### config.mk
export PLATFORM = sky130hd
export DESIGN_NAME = pit_interval_timer
export DESIGN_NICKNAME = d
export VERILOG_FILES = /design/src/pit_pkg.sv /design/src/pit_interval_timer.sv
export SDC_FILE = /design/constraint.sdc
export NUM_CORES = 1
export LEC_CHECK = 0
export ABC_AREA = 0
export BUFFER_PORTS_ARGS = -buffer_cell sky130_fd_sc_hd__buf_4
export CAP_MARGIN = 20
export CORE_MARGIN = 5
export CORE_UTILIZATION = 50
export DETAILED_ROUTE_END_ITERATION = 10
export GPL_ROUTABILITY_DRIVEN = 0
export GPL_TIMING_DRIVEN = 0
export PLACE_DENSITY = 0.83
export REMOVE_ABC_BUFFERS = 1
export SYNTH_ARGS = -nofsm -noshare
export SYNTH_HDL_FRONTEND = slang
export SYNTH_SLANG_ARGS = --single-unit
### constraint.sdc
create_clock -name clk -period 10.75 [get_ports clk]
set_input_delay 2.15 -clock clk [delete_from_list [all_inputs] [get_ports clk]]
set_output_delay 2.15 -clock clk [all_outputs]
set_load 0.1 [all_outputs]
### src/pit_pkg.sv
// ****************************************************************
// interval timer shared definitions
// ****************************************************************
package pit_pkg;

  // basic operation carried in the top two operative bits
  typedef enum logic [1:0] {
    PIT_OP_CTRL_PULSE = 2'b00,  // output_control_pulse
    PIT_OP_SKIP       = 2'b01,  // skip_if_satisfied
    PIT_OP_INPUT      = 2'b10,  // input_to_acc
    PIT_OP_OUTPUT     = 2'b11   // output_from_acc
  } pit_optype_e;

  // one programmed-I/O operative, operative bit 1 is the msb
  typedef struct packed {
    pit_optype_e optype;   // bits 1-2
    logic [3:0]  ext;      // bits 3-6, fixed pattern or type extension
    logic [3:0]  func;     // bits 7-10
    logic [5:0]  dev;      // bits 11-16
  } pit_oper_s;

  // answer of the timer to an operative
  typedef struct packed {
    logic        done;     // operative was addressed to this timer
    logic        ready;    // transfer or skip condition satisfied
    logic [15:0] data;     // value for the accumulator
  } pit_reply_s;

  // device address and function codes understood by the timer
  localparam logic [5:0] PIT_DEV_ADDR   = 6'h10;
  localparam logic [3:0] PIT_FN_START   = 4'h0;  // control pulse
  localparam logic [3:0] PIT_FN_STOP    = 4'h2;  // control pulse
  localparam logic [3:0] PIT_FN_CTRL    = 4'h7;  // output to control
  localparam logic [3:0] PIT_FN_ID      = 4'h9;  // input of the id
  localparam logic [3:0] PIT_FN_VECTOR  = 4'hb;  // input or output of vector
  localparam logic [3:0] PIT_FN_NOTIRQ  = 4'h0;  // skip when not interrupting

  // control register fields
  localparam int unsigned PIT_CTRL_ENA_BIT  = 0;  // interrupt enable
  localparam int unsigned PIT_CTRL_SLOW_BIT = 1;  // 250 Hz rate variant

  // reset values
  localparam logic [15:0] PIT_CTRL_RST   = 16'h0000;
  localparam logic [15:0] PIT_VECTOR_RST = 16'h0000;

  // wishbone register byte offsets
  localparam logic [3:0] PIT_OFS_CTRL   = 4'h0;
  localparam logic [3:0] PIT_OFS_VECTOR = 4'h4;
  localparam logic [3:0] PIT_OFS_STATUS = 4'h8;
  localparam logic [3:0] PIT_OFS_ID     = 4'hc;

  // status register fields
  localparam int unsigned PIT_STAT_RUN_BIT = 0;
  localparam int unsigned PIT_STAT_IRQ_BIT = 1;

  // timing: pulse period and system clock period in ns
  localparam int unsigned PIT_PULSE_PERIOD_NS = 2000000;
  localparam int unsigned PIT_CLK_PERIOD_NS   = 100;
  localparam int unsigned PIT_PULSE_CYC       = PIT_PULSE_PERIOD_NS / PIT_CLK_PERIOD_NS;

endpackage : pit_pkg

### src/pit_interval_timer.sv
// Our own choices: the Wishbone register port and the register offsets.
`timescale 1ns/1ns
module pit_interval_timer #(
  parameter int unsigned PULSE_CYC = pit_pkg::PIT_PULSE_CYC,  // cycles per fast pulse
  parameter logic [15:0] ID_VALUE  = 16'h00a5                 // arbitrary id value
) (
  input  wire logic               clk,
  input  wire logic               rst,
  // classic wishbone slave
  input  wire logic               wb_cyc_i,
  input  wire logic               wb_stb_i,
  input  wire logic               wb_we_i,
  input  wire logic [3:0]         wb_adr_i,
  input  wire logic [3:0]         wb_sel_i,
  input  wire logic [31:0]        wb_dat_i,
  output logic      [31:0]        wb_dat_o,
  output logic                    wb_ack_o,
  // programmed-I/O operatives from the processor
  input  wire logic               pio_valid,
  input  pit_pkg::pit_oper_s      pio_op,
  input  wire logic [15:0]        backplane_data_lines,
  output pit_pkg::pit_reply_s     pio_reply,
  // interrupt path
  input  wire logic               irq_ack,
  output logic                    irq_req,
  output logic                    timing_pulse,
  output logic      [15:0]        backplane_address_lines,
  output logic                    vector_valid
);
  import pit_pkg::*;

  // ****************************************************************
  // elaboration checks and derived counts
  // ****************************************************************
  localparam int unsigned CNT_W = 18;

  if (PULSE_CYC < 2 || 2 * PULSE_CYC > (1 << CNT_W)) begin : g_bad_period
    $error("pulse period does not fit the prescaler");
  end

  localparam logic [CNT_W-1:0] LIMIT_FAST = CNT_W'(PULSE_CYC - 1);
  localparam logic [CNT_W-1:0] LIMIT_SLOW = CNT_W'(2 * PULSE_CYC - 1);

  // ****************************************************************
  // operative decode
  // ****************************************************************
  logic ours;
  logic is_start;
  logic is_stop;
  logic is_wr_ctrl;
  logic is_wr_vec;
  logic is_rd_id;
  logic is_rd_vec;
  logic is_skip;

  // extension bits are not checked: their meaning is open
  assign ours       = pio_valid && (pio_op.dev == PIT_DEV_ADDR);
  assign is_start   = ours && pio_op.optype == PIT_OP_CTRL_PULSE
                      && pio_op.func == PIT_FN_START;
  assign is_stop    = ours && pio_op.optype == PIT_OP_CTRL_PULSE
                      && pio_op.func == PIT_FN_STOP;
  assign is_wr_ctrl = ours && pio_op.optype == PIT_OP_OUTPUT
                      && pio_op.func == PIT_FN_CTRL;
  assign is_wr_vec  = ours && pio_op.optype == PIT_OP_OUTPUT
                      && pio_op.func == PIT_FN_VECTOR;
  assign is_rd_id   = ours && pio_op.optype == PIT_OP_INPUT
                      && pio_op.func == PIT_FN_ID;
  assign is_rd_vec  = ours && pio_op.optype == PIT_OP_INPUT
                      && pio_op.func == PIT_FN_VECTOR;
  assign is_skip    = ours && pio_op.optype == PIT_OP_SKIP
                      && pio_op.func == PIT_FN_NOTIRQ;

  // ****************************************************************
  // wishbone access decode
  // ****************************************************************
  logic wb_req;
  logic wb_wr_ctrl;
  logic wb_wr_vec;
  logic wb_ack_q;

  // ack high masks the still-held strobe, so one request is taken once
  assign wb_req     = wb_cyc_i && wb_stb_i && !wb_ack_q;
  assign wb_wr_ctrl = wb_req && wb_we_i && wb_adr_i == PIT_OFS_CTRL;
  assign wb_wr_vec  = wb_req && wb_we_i && wb_adr_i == PIT_OFS_VECTOR;

  // byte-lane merge of a bus write into a 16-bit register
  function automatic logic [15:0] lane_merge(input logic [15:0] old,
                                             input logic [31:0] wdat,
                                             input logic [3:0]  sel);
    logic [15:0] res;
    res = old;
    if (sel[0]) begin
      res[7:0] = wdat[7:0];
    end
    if (sel[1]) begin
      res[15:8] = wdat[15:8];
    end
    return res;
  endfunction : lane_merge

  // ****************************************************************
  // control and vector registers
  // ****************************************************************
  logic [15:0] ctrl_q;
  logic [15:0] vector_q;

  // an operative wins over a bus write in the same cycle
  always_ff @(posedge clk or posedge rst) begin
    if (rst) begin
      ctrl_q <= PIT_CTRL_RST;
    end else if (is_wr_ctrl) begin
      ctrl_q <= backplane_data_lines;
    end else if (wb_wr_ctrl) begin
      ctrl_q <= lane_merge(ctrl_q, wb_dat_i, wb_sel_i);
    end
  end

  always_ff @(posedge clk or posedge rst) begin
    if (rst) begin
      vector_q <= PIT_VECTOR_RST;
    end else if (is_wr_vec) begin
      vector_q <= backplane_data_lines;
    end else if (wb_wr_vec) begin
      vector_q <= lane_merge(vector_q, wb_dat_i, wb_sel_i);
    end
  end

  // ****************************************************************
  // run state and pulse prescaler
  // ****************************************************************
  logic             running_q;
  logic [CNT_W-1:0] presc_q;
  logic [CNT_W-1:0] limit;
  logic             pulse_q;

  assign limit = ctrl_q[PIT_CTRL_SLOW_BIT] ? LIMIT_SLOW : LIMIT_FAST;

  always_ff @(posedge clk or posedge rst) begin
    if (rst) begin
      running_q <= 1'b0;
    end else if (is_start) begin
      running_q <= 1'b1;
    end else if (is_stop) begin
      running_q <= 1'b0;
    end
  end

  // restart counts a full period, so the first pulse is never short
  // a rate change acts on the running period, not only the next one
  always_ff @(posedge clk or posedge rst) begin
    if (rst) begin
      presc_q <= '0;
      pulse_q <= 1'b0;
    end else if (!running_q || is_start) begin
      presc_q <= '0;
      pulse_q <= 1'b0;
    end else if (presc_q >= limit) begin
      presc_q <= '0;
      pulse_q <= 1'b1;
    end else begin
      presc_q <= presc_q + 1'b1;
      pulse_q <= 1'b0;
    end
  end

  assign timing_pulse = pulse_q;

  // ****************************************************************
  // interrupt request
  // ****************************************************************
  logic irq_q;

  // a new pulse wins over an acknowledge in the same cycle; stop clears all
  always_ff @(posedge clk or posedge rst) begin
    if (rst) begin
      irq_q <= 1'b0;
    end else if (is_stop || !running_q) begin
      irq_q <= 1'b0;
    end else if (pulse_q && ctrl_q[PIT_CTRL_ENA_BIT]) begin
      irq_q <= 1'b1;
    end else if (irq_ack) begin
      irq_q <= 1'b0;
    end
  end

  assign irq_req = irq_q;

  // vector is driven while the host services the request
  // the copy lags a vector write by one cycle, far less than a service
  always_ff @(posedge clk or posedge rst) begin
    if (rst) begin
      backplane_address_lines <= '0;
    end else begin
      backplane_address_lines <= vector_q;
    end
  end

  assign vector_valid = irq_ack && irq_q;

  // ****************************************************************
  // operative reply, one cycle after the operative
  // ****************************************************************
  always_ff @(posedge clk or posedge rst) begin
    if (rst) begin
      pio_reply <= '0;
    end else begin
      pio_reply.done  <= ours;
      // unknown function codes still complete, with zero data
      // device 20 input and output complete without a busy phase
      pio_reply.ready <= (ours && pio_op.optype[1])
                         || (is_skip && !irq_q);
      if (is_rd_id) begin
        pio_reply.data <= ID_VALUE;
      end else if (is_rd_vec) begin
        pio_reply.data <= vector_q;
      end else begin
        pio_reply.data <= '0;
      end
    end
  end

  // ****************************************************************
  // wishbone read and acknowledge
  // ****************************************************************
  always_ff @(posedge clk or posedge rst) begin
    if (rst) begin
      wb_ack_q <= 1'b0;
      wb_dat_o <= '0;
    end else begin
      wb_ack_q <= wb_req;
      wb_dat_o <= '0;
      if (wb_req && !wb_we_i) begin
        unique case (wb_adr_i)
          PIT_OFS_CTRL:   wb_dat_o <= {16'h0000, ctrl_q};
          PIT_OFS_VECTOR: wb_dat_o <= {16'h0000, vector_q};
          PIT_OFS_STATUS: wb_dat_o <= {30'h0, irq_q, running_q};
          PIT_OFS_ID:     wb_dat_o <= {16'h0000, ID_VALUE};
          default:        wb_dat_o <= '0;  // unmapped reads as zero
        endcase
      end
    end
  end

  assign wb_ack_o = wb_ack_q;

  logic [CNT_W-1:0] gap_q;  // cycles since the last pulse

  always_ff @(posedge clk or posedge rst) begin
    if (rst) begin
      gap_q <= '0;
    end else if (!running_q || is_start) begin
      gap_q <= '0;
    end else if (pulse_q) begin
      gap_q <= CNT_W'(1);  // the pulse cycle itself opens the next gap
    end else begin
      gap_q <= gap_q + 1'b1;
    end
  end
endmodule : pit_interval_timer

=== After elaboration in Yosys (flattened, before gate mapping) ===
Cells that the tools add are included.
W data, S select, Z words.

* Add/sub/neg operators: 1
* Magnitude comparators: 1
* Eq/ne operators: 11
* Muxes and demuxes: 20
* Reduce and logical (&&, ||, !) cells: 44

{| class="wikitable"
|+ Operators by type and width
! operator !! number
|-
| $mux W16 || 8
|-
| $pmux W16 S4 || 1
|-
| $mux W18 || 2
|-
| $logic_and A1 B1 Y1 || 22
|-
| $add A18 B1 Y18 const B || 1
|-
| $ge A18 B16 Y1 || 1
|-
| $eq A4 B4 Y1 const B || 4
|-
| $mux W8 || 2
|-
| $reduce_bool A2 Y1 || 7
|-
| $eq A4 B3 Y1 const B || 2
|-
| $logic_not A4 Y1 || 2
|-
| $reduce_and A2 Y1 || 4
|-
| $mux W1 || 7
|-
| $eq A6 B5 Y1 const B || 1
|-
| $eq A2 B2 Y1 const B || 2
|-
| $eq A4 B2 Y1 const B || 1
|-
| $logic_not A1 Y1 || 4
|-
| $logic_or A1 B1 Y1 || 3
|-
| $reduce_bool A3 Y1 || 1
|-
| $eq A2 B1 Y1 const B || 1
|-
| $logic_not A2 Y1 || 1
|}

* Register bits after elaboration: 120
* Bits of input ports: 79
* Output and inout port bits: 70
* Word-level logic and storage cells: 91

=== Longest topological paths before layout ===
Gate-level depths: netlist of the first run.

* Depth in word-level cells: 6
* Depth in mapped cells: 7
* Gate-level depth less buffers: 6

=== Worst setup path before layout of the first run ===
Ideal clock, no wire load.

* Kind: in2out
* Start point: in irq_ack
* End point: out vector_valid
* Data arrival time: 2.887 ns
* Required time: 8.600 ns
* Setup slack: 5.713 ns
* Stages on the path: 1
* Path buffers: 0
* Cells stage by stage: and2_1

* Word-level cells in the longest chain between the ends: 1

{| class="wikitable"
|+ Ends and longest elaborated chain
! what !! RTL line !! source
|-
| start: declaration || pit_interval_timer.sv:24 || <nowiki>input wire logic irq_ack,</nowiki>
|-
| $logic_and A1 B1 Y1 || pit_interval_timer.sv:198 || <nowiki>assign vector_valid = irq_ack && irq_q;</nowiki>
|-
| end: declaration || pit_interval_timer.sv:28 || <nowiki>output logic vector_valid</nowiki>
|}

No other way between the ends.

=== Final worst setup path of the first run ===
Same ends and word-level chain as after synthesis.

==> impl_metrics.tcl, run 1 <==
set metrics [dict create \
    fillers 682 \
    pre_cts_ws_ns 5.96 \
    start_util_pct 51.6 \
    antenna_found_initial 0 \
    syn2layout_area_growth_pct 23.3 \
    synthTopCellsByCount "104 x dfrtp_1, 49 x nor2_1, 40 x a21oi_1" \
    synth_top_area_share_pct 57.3 \
    synthArstFlopShare_pct 100 \
    min_from "vector_q[4]$_DFFE_PP0P_" \
    setup_slack_ns 5.96 \
    path_delay_family "buffers and inverters" \
    min_to "backplane_address_lines[4]$_DFF_PP0_" \
    hpwl_mm 8.20 \
    ys_types 45 \
    synth_top_flop_cell "dfrtp_1" \
    num_rows 34 \
    crit_path_frequent_cell "buf_4" \
    cts_hold_buffers 0 \
    post-route-min-period_ns 4.79 \
    timing.final.max_slew_violations 0 \
    crit_path_end_kind "output pin" \
    die_x_um 105 \
    clock_skew_ns 0.0129 \
    ys_seq_area_share_pct 57.3 \
    diodes 0 \
    synthSimpleGateAreaFrac_pct 15.9 \
    nets 606 \
    reg2reg_depth 6 \
    cp.required_ns 8.60 \
    cts_tree "done" \
    timing.rr.start "ctrl_q[1]$_DFFE_PP0P_" \
    syn_area_per_cell_um2 10.9 \
    path_clk_slew_ns 0.11 \
    boundaryPins 149 \
    cts_max_level 3 \
    tns_ns 0 \
    yosysWarnings 0 \
    slowest_stage "buf_4" \
    drc_errors 0 \
    die_area_um2 11100 \
    cts-root-buf "clkbuf_8" \
    slew_headroom_pct 41.2 \
    synth_top_family_by_area "simple AND/OR/NAND/NOR gates" \
    viasPerCell 5.66 \
    synthMostInstantiatedCell "dfrtp_1" \
    synthMuxAreaShare_pct 7.49 \
    synth_top_cell_by_area "dfrtp_1" \
    wl_per_cell_um 17.9 \
    critPathMaxStageDelay_ns 0.28 \
    cts.path.max_buffers 2 \
    core_um2 8810 \
    io_buffers 110 \
    dr.pass1.iters 5 \
    yosys_register_bits 104 \
    grt_start_max_net_pins 78 \
    hold_path_depth 0 \
    hold_class "reg2reg" \
    grt_pass1_vias 3694 \
    critical_path_class "in2out" \
    syn-cell-area_um2 4550 \
    crit_buf_inv 2 \
    grt_pass1_wl_mm 18.4 \
    start_kind "input pin" \
    drive_gt1_share_pct 26.2 \
    cts_buffers 9 \
    drt-initial-drc-count 218 \
    synth_edf_count 0 \
    ctsResizeCount 0 \
    worst_pin_slew_ns 0.879 \
    fmax_mhz 209 \
    ant_nets 0 \
    synth.top_cells.by_area "dfrtp_1 57%, mux2i_1 7.5%, a21oi_1 4.4%" \
    rsz0062_at_grt "no" \
    crit_chain "buf_4 -> and2_1 -> buf_4" \
    worstPathArrival_ns 2.64 \
    grt_use_total_pct 20.6 \
    worst-path-max-fanout 2 \
    powerDensity_nw_per_um2 138 \
    maxCapViolations 0 \
    route.vias.total 3588 \
    yosys.area_share.xor_xnor_pct 2.12 \
    power.leakage_nw 2.70 \
    fp.dieH_um 105 \
    synth_fa_ha_area_share_pct 1.65 \
    drt-total-wl_mm 11.4 \
    r2r_end "timing_pulse$_DFF_PP0_" \
    ir_drop_v 0.0000771 \
    post_cts_buffers 0 \
    final_util_pct 63.6 \
    finalCritPeriodShare_pct 44.5 \
    outcome "complete, no violations" \
    grt_overflow_total 0 \
    rrSetupSlack_ns 8.29 \
    synth_compound_area_share_pct 9.94 \
    clk_latency_ns 0.37 \
    synthCells 417 \
    hold_viol_final 0 \
    clock_sinks 104 \
    setup_violations 0 \
]
-- worst max-delay path by stage --
stage / startpoint / endpoint / depth (start not counted)
floorplan: irq_ack / vector_valid / 1
global placement: rst / backplane_address_lines[5]$_DFF_PP0_ / 2
detailed placement: irq_ack / vector_valid / 3
CTS: irq_ack / vector_valid / 3
global route: irq_ack / vector_valid / 3
finish: irq_ack / vector_valid / 3
-- registers in the layout (all words and copies together) (netlist names) --
name                     cells
backplane_address_lines     16
ctrl_q                      16
irq_req                      1
pio_reply                   18
presc_q                     18
running_q                    1
timing_pulse                 1
vector_q                    16
wb_ack_o                     1
wb_dat_o                    16
-- layer usage --
metal | up-vias | GRT usage [%] | part of all wire, %
met3 | 16 | 4.71 | 7.3
met5 | - | 0 | 0
met2 | 146 | 35.7 | 51
met4 | 0 | 6.94 | 1.4
li1 | 1654 | - | -
met1 | 1772 | 25.4 | 41
-- worst reg2reg max path, cell delays in order, from the launching register on --
cell and delay, ns:
dfrtp_1 0.46, inv_1 0.13, ha_1 0.32, nand4b_1 0.09
or4_1 0.45, a21oi_2 0.62, o221a_2 0.33
-- layout make-up --
class / instances / area, um^2 / area share [%]
well taps: 108 / 135 / 2.41
repair buffers: 113 / 868 / 15.5
multi-input cells: 282 / 1760 / 31.5
clock inverters: 6 / 62.6 / 1.12
flip-flops and latches: 104 / 2600 / 46.4
inverters: 11 / 43.8 / 0.782
clock buffers: 10 / 128 / 2.28
-- cells in the final DEF, fill, tap and decap left out, types with 3 or more instances in the layout --
master,n
nor4_1,3
nor3_1,19
a22oi_1,11
xnor2_1,6
a21oi_1,40
ha_1,6
dfrtp_1,104
clkbuf_8,9
mux2i_1,34
nand2_1,14
and3_1,18
nor2_1,49
nand4_1,10
nand3_1,6
a211oi_1,4
inv_1,10
xor2_1,5
o21ai_0,10
buf_4,112
conb_1,17
-- stage by stage --
step                total power [mW]  cell area [um^2]  instances  hold WS [ns]
floorplan                      0.505              4390        397         0.386
global placement               0.540              5360        615         0.402
detailed placement             0.546              5410        618         0.407
CTS                            0.776              5600        634         0.422
global route                   0.801              5600        634         0.435
finish                         0.774              5600        634         0.426
-- report_power, final --
part	internal [mW]	total [mW]	switching (mW)
Combinational	0.0312	0.123	0.0918
Clock	0.0906	0.236	0.145
Sequential	0.406	0.416	0.0101
Total	0.527	0.774	0.247
-- cells by family after synthesis --
logic type / after synthesis
simple gates: 139
flops: 104
compound gates: 75
buf+inv: 47
mux: 34
xor+xnor: 11
fa+ha+maj: 6
other cells: 1
(Power assumes the default switching activity.)
==> run 2: changes to the inputs <==
--- a/config.mk
+++ b/config.mk
@@ -5,15 +5,15 @@
 export SDC_FILE = /design/constraint.sdc
 export NUM_CORES = 1
 export LEC_CHECK = 0
-export ABC_AREA = 0
+export ABC_AREA = 1
 export BUFFER_PORTS_ARGS = -buffer_cell sky130_fd_sc_hd__buf_4
 export CAP_MARGIN = 20
 export CORE_MARGIN = 5
-export CORE_UTILIZATION = 50
+export CORE_UTILIZATION = 47
 export DETAILED_ROUTE_END_ITERATION = 10
 export GPL_ROUTABILITY_DRIVEN = 0
 export GPL_TIMING_DRIVEN = 0
-export PLACE_DENSITY = 0.83
+export PLACE_DENSITY = 0.81
 export REMOVE_ABC_BUFFERS = 1
 export SYNTH_ARGS = -nofsm -noshare
 export SYNTH_HDL_FRONTEND = slang
==> constraint.sdc (replaced) <==
create_clock -name clk -period 3.8 [get_ports clk]
set_input_delay 0.76 -clock clk [delete_from_list [all_inputs] [get_ports clk]]
set_output_delay 0.76 -clock clk [all_outputs]
set_load 0.1 [all_outputs]
==> run 2 against run 1 <==
Final area rose by 9.4%. Combinational power rose to 2.9 times the previous value. Clock-buffer cell count did not move. Global-route usage rose by 0.18 points. Largest cell class unchanged. Synthesized cell count rose by 38%. Via count rose by 22%.
==> impl_metrics.tcl, run 2 <==
set metrics [dict create \
    synthCells 577 \
    post_cts_buffers 0 \
    cts_buffers 9 \
    fin_area_um2 6130 \
    synth_top_family_by_area "simple AND/OR/NAND/NOR gates" \
    num_rows 37 \
    syn-cell-area_um2 4950 \
    yosysWarnings 0 \
    maxCapViolations 0 \
    grt_pass1_vias 4465 \
    crit_chain "buf_4 -> nor2_2 -> nand2_1 -> nor2_2 -> nand3_1 -> nand3_1 -> nand3_1" \
    cts_tree "done" \
    die_x_um 113 \
    slew_headroom_pct 36.4 \
    boundaryPins 149 \
    start_util_pct 48.2 \
    hold_viol_final 0 \
    cts_max_level 3 \
    start_kind "input pin" \
    drc_errors 0 \
    drive_gt1_share_pct 22.5 \
    final_util_pct 59.7 \
    pre_cts_ws_ns 0.741 \
    grt_use_total_pct 20.8 \
    synth_top_flop_cell "dfrtp_1" \
    fp.dieH_um 113 \
    viasPerCell 5.36 \
    syn2layout_area_growth_pct 23.9 \
    worstPathArrival_ns 2.95 \
    grt_pass1_wl_mm 21.3 \
    ant_nets 0 \
    nets 765 \
    synth_compound_area_share_pct 3.89 \
    synth.top_cells.by_area "dfrtp_1 53%, nand3_1 8.8%, nand2_1 7.3%" \
    yosys.area_share.xor_xnor_pct 1.59 \
    drt-initial-drc-count 328 \
    wl_met1_mm 5.26 \
    clock_skew_ns 0.0174 \
    rsz0062_at_grt "no" \
    dr.pass1.iters 5 \
    path_clk_slew_ns 0.09 \
    ys_seq_area_share_pct 52.6 \
    setup_slack_ns 1.08 \
    ys_types 30 \
    fillers 904 \
    yosys_register_bits 104 \
    ir_drop_v 0.000242 \
    synthMuxAreaShare_pct 0 \
    crit_path_frequent_cell "nand3_1" \
    slowest_stage "nand3_1" \
    met3_length_um 778 \
    route.top_layer_used "met4" \
    power_mw 2.28 \
    clk_latency_ns 0.37 \
    die_area_um2 12700 \
    power.leakage_nw 3.06 \
    synthSimpleGateAreaFrac_pct 31.4 \
    synthMostInstantiatedCell "dfrtp_1" \
    outcome "complete, no violations" \
    mostFrequentLayoutCells "112 x buf_4, 104 x dfrtp_1, 96 x nand2_1" \
    grt_start_max_net_pins 56 \
    worst-path-max-fanout 16 \
    diodes 0 \
    wl_per_cell_um 15.7 \
    syn_area_per_cell_um2 8.58 \
    synth_fa_ha_area_share_pct 1.52 \
    critPathMaxStageDelay_ns 0.70 \
    cp.required_ns 4.03 \
    synthArstFlopShare_pct 100 \
    crit_path_end_kind "register" \
    core_um2 10300 \
    final_common_cell "buf_4" \
    io_buffers 110 \
    tns_ns 0 \
    synth_top_cell_by_area "dfrtp_1" \
    post-route-min-period_ns 2.72 \
    hpwl_mm 9.26 \
    wl_met2_mm 6.46 \
    reg.largest.list "pio_reply (18), presc_q (18)" \
    finalCritPeriodShare_pct 71.5 \
    grt_overflow_total 0 \
    clock_sinks 104 \
    hold_class "reg2reg" \
    route.vias.total 4386 \
    synth_edf_count 0 \
    drt-total-wl_mm 12.9 \
    antenna_found_initial 0 \
    powerDensity_nw_per_um2 372 \
    ctsResizeCount 0 \
    worst_pin_slew_ns 0.951 \
    critical_path_class "in2reg" \
    synthTopCellsByCount "104 x dfrtp_1, 96 x nand2_1, 87 x nand3_1" \
    setup_violations 0 \
    timing.final.max_slew_violations 0 \
    cts-root-buf "clkbuf_8" \
    cts.path.max_buffers 2 \
    placed_area_um2 5920 \
    fmax_mhz 368 \
    synth_top_area_share_pct 52.6 \
    cts_hold_buffers 0 \
]
## run 2: critical path, delay by kind of cell
family | cells | cell delay (ns)
and+or+nand+nor | 6 | 2.08
buffers and inverters | 1 | 0.11
## run 2: cell families after synthesis
| kind of cell | after synthesis |
|---|---|
| buf+inv | 98 |
| other cells | 1 |
| compound gates | 35 |
| simple gates | 324 |
| flops | 104 |
| xor+xnor | 9 |
| fa+ha+maj | 6 |
## run 2: worst paths after layout
check                                   startpoint                              endpoint  slack [ns]  depth (start not counted)
setup / recovery                       wb_adr_i[1]               vector_q[1]$_DFFE_PP0P_        1.08                          7
hold / removal             vector_q[0]$_DFFE_PP0P_  backplane_address_lines[0]$_DFF_PP0_        0.42                          0
setup reg to reg             ctrl_q[1]$_DFFE_PP0P_                 presc_q[11]$_DFF_PP0_        1.64                          9
hold reg to reg            vector_q[0]$_DFFE_PP0P_  backplane_address_lines[0]$_DFF_PP0_        0.42                          0
max in group asynchronous                      rst               vector_q[7]$_DFFE_PP0P_        2.64                          3
min in group asynchronous                      rst                 wb_dat_o[6]$_DFF_PP0_        0.47                          2
## run 2: metal layers
metal	GRT usage [%]	up-vias
li1	-	2056
met4	9.86	0
met3	2.48	30
met2	36.1	183
met5	0	-
met1	25.6	2117
## run 2: cell type report
class                      instances  area, um^2  share of cell area, %
clock buffer                      10         138                   2.24
clock inverter                     4        77.6                   1.27
inverter                          57         216                   3.53
multi-input combinational        391        1980                   32.2
sequential                       104        2600                   42.4
tap                              136         170                   2.78
timing repair buffer             117         950                   15.5
## run 2: through the flow
stage / hold slack [ns] / cells
detailed placement: 0.396 / 805
CTS: 0.419 / 819
floorplan: 0.375 / 552
global route: 0.438 / 819
global placement: 0.392 / 798
finish: 0.423 / 819
## run 2: report_power, final
part           leakage (nW)  total [mW]  internal [mW]  switching [mW]
combinational          1.52       0.355         0.0857           0.269
sequential             1.44        1.17           1.15          0.0254
clock                 0.109       0.753          0.386           0.368
total                  3.06        2.28           1.62           0.663
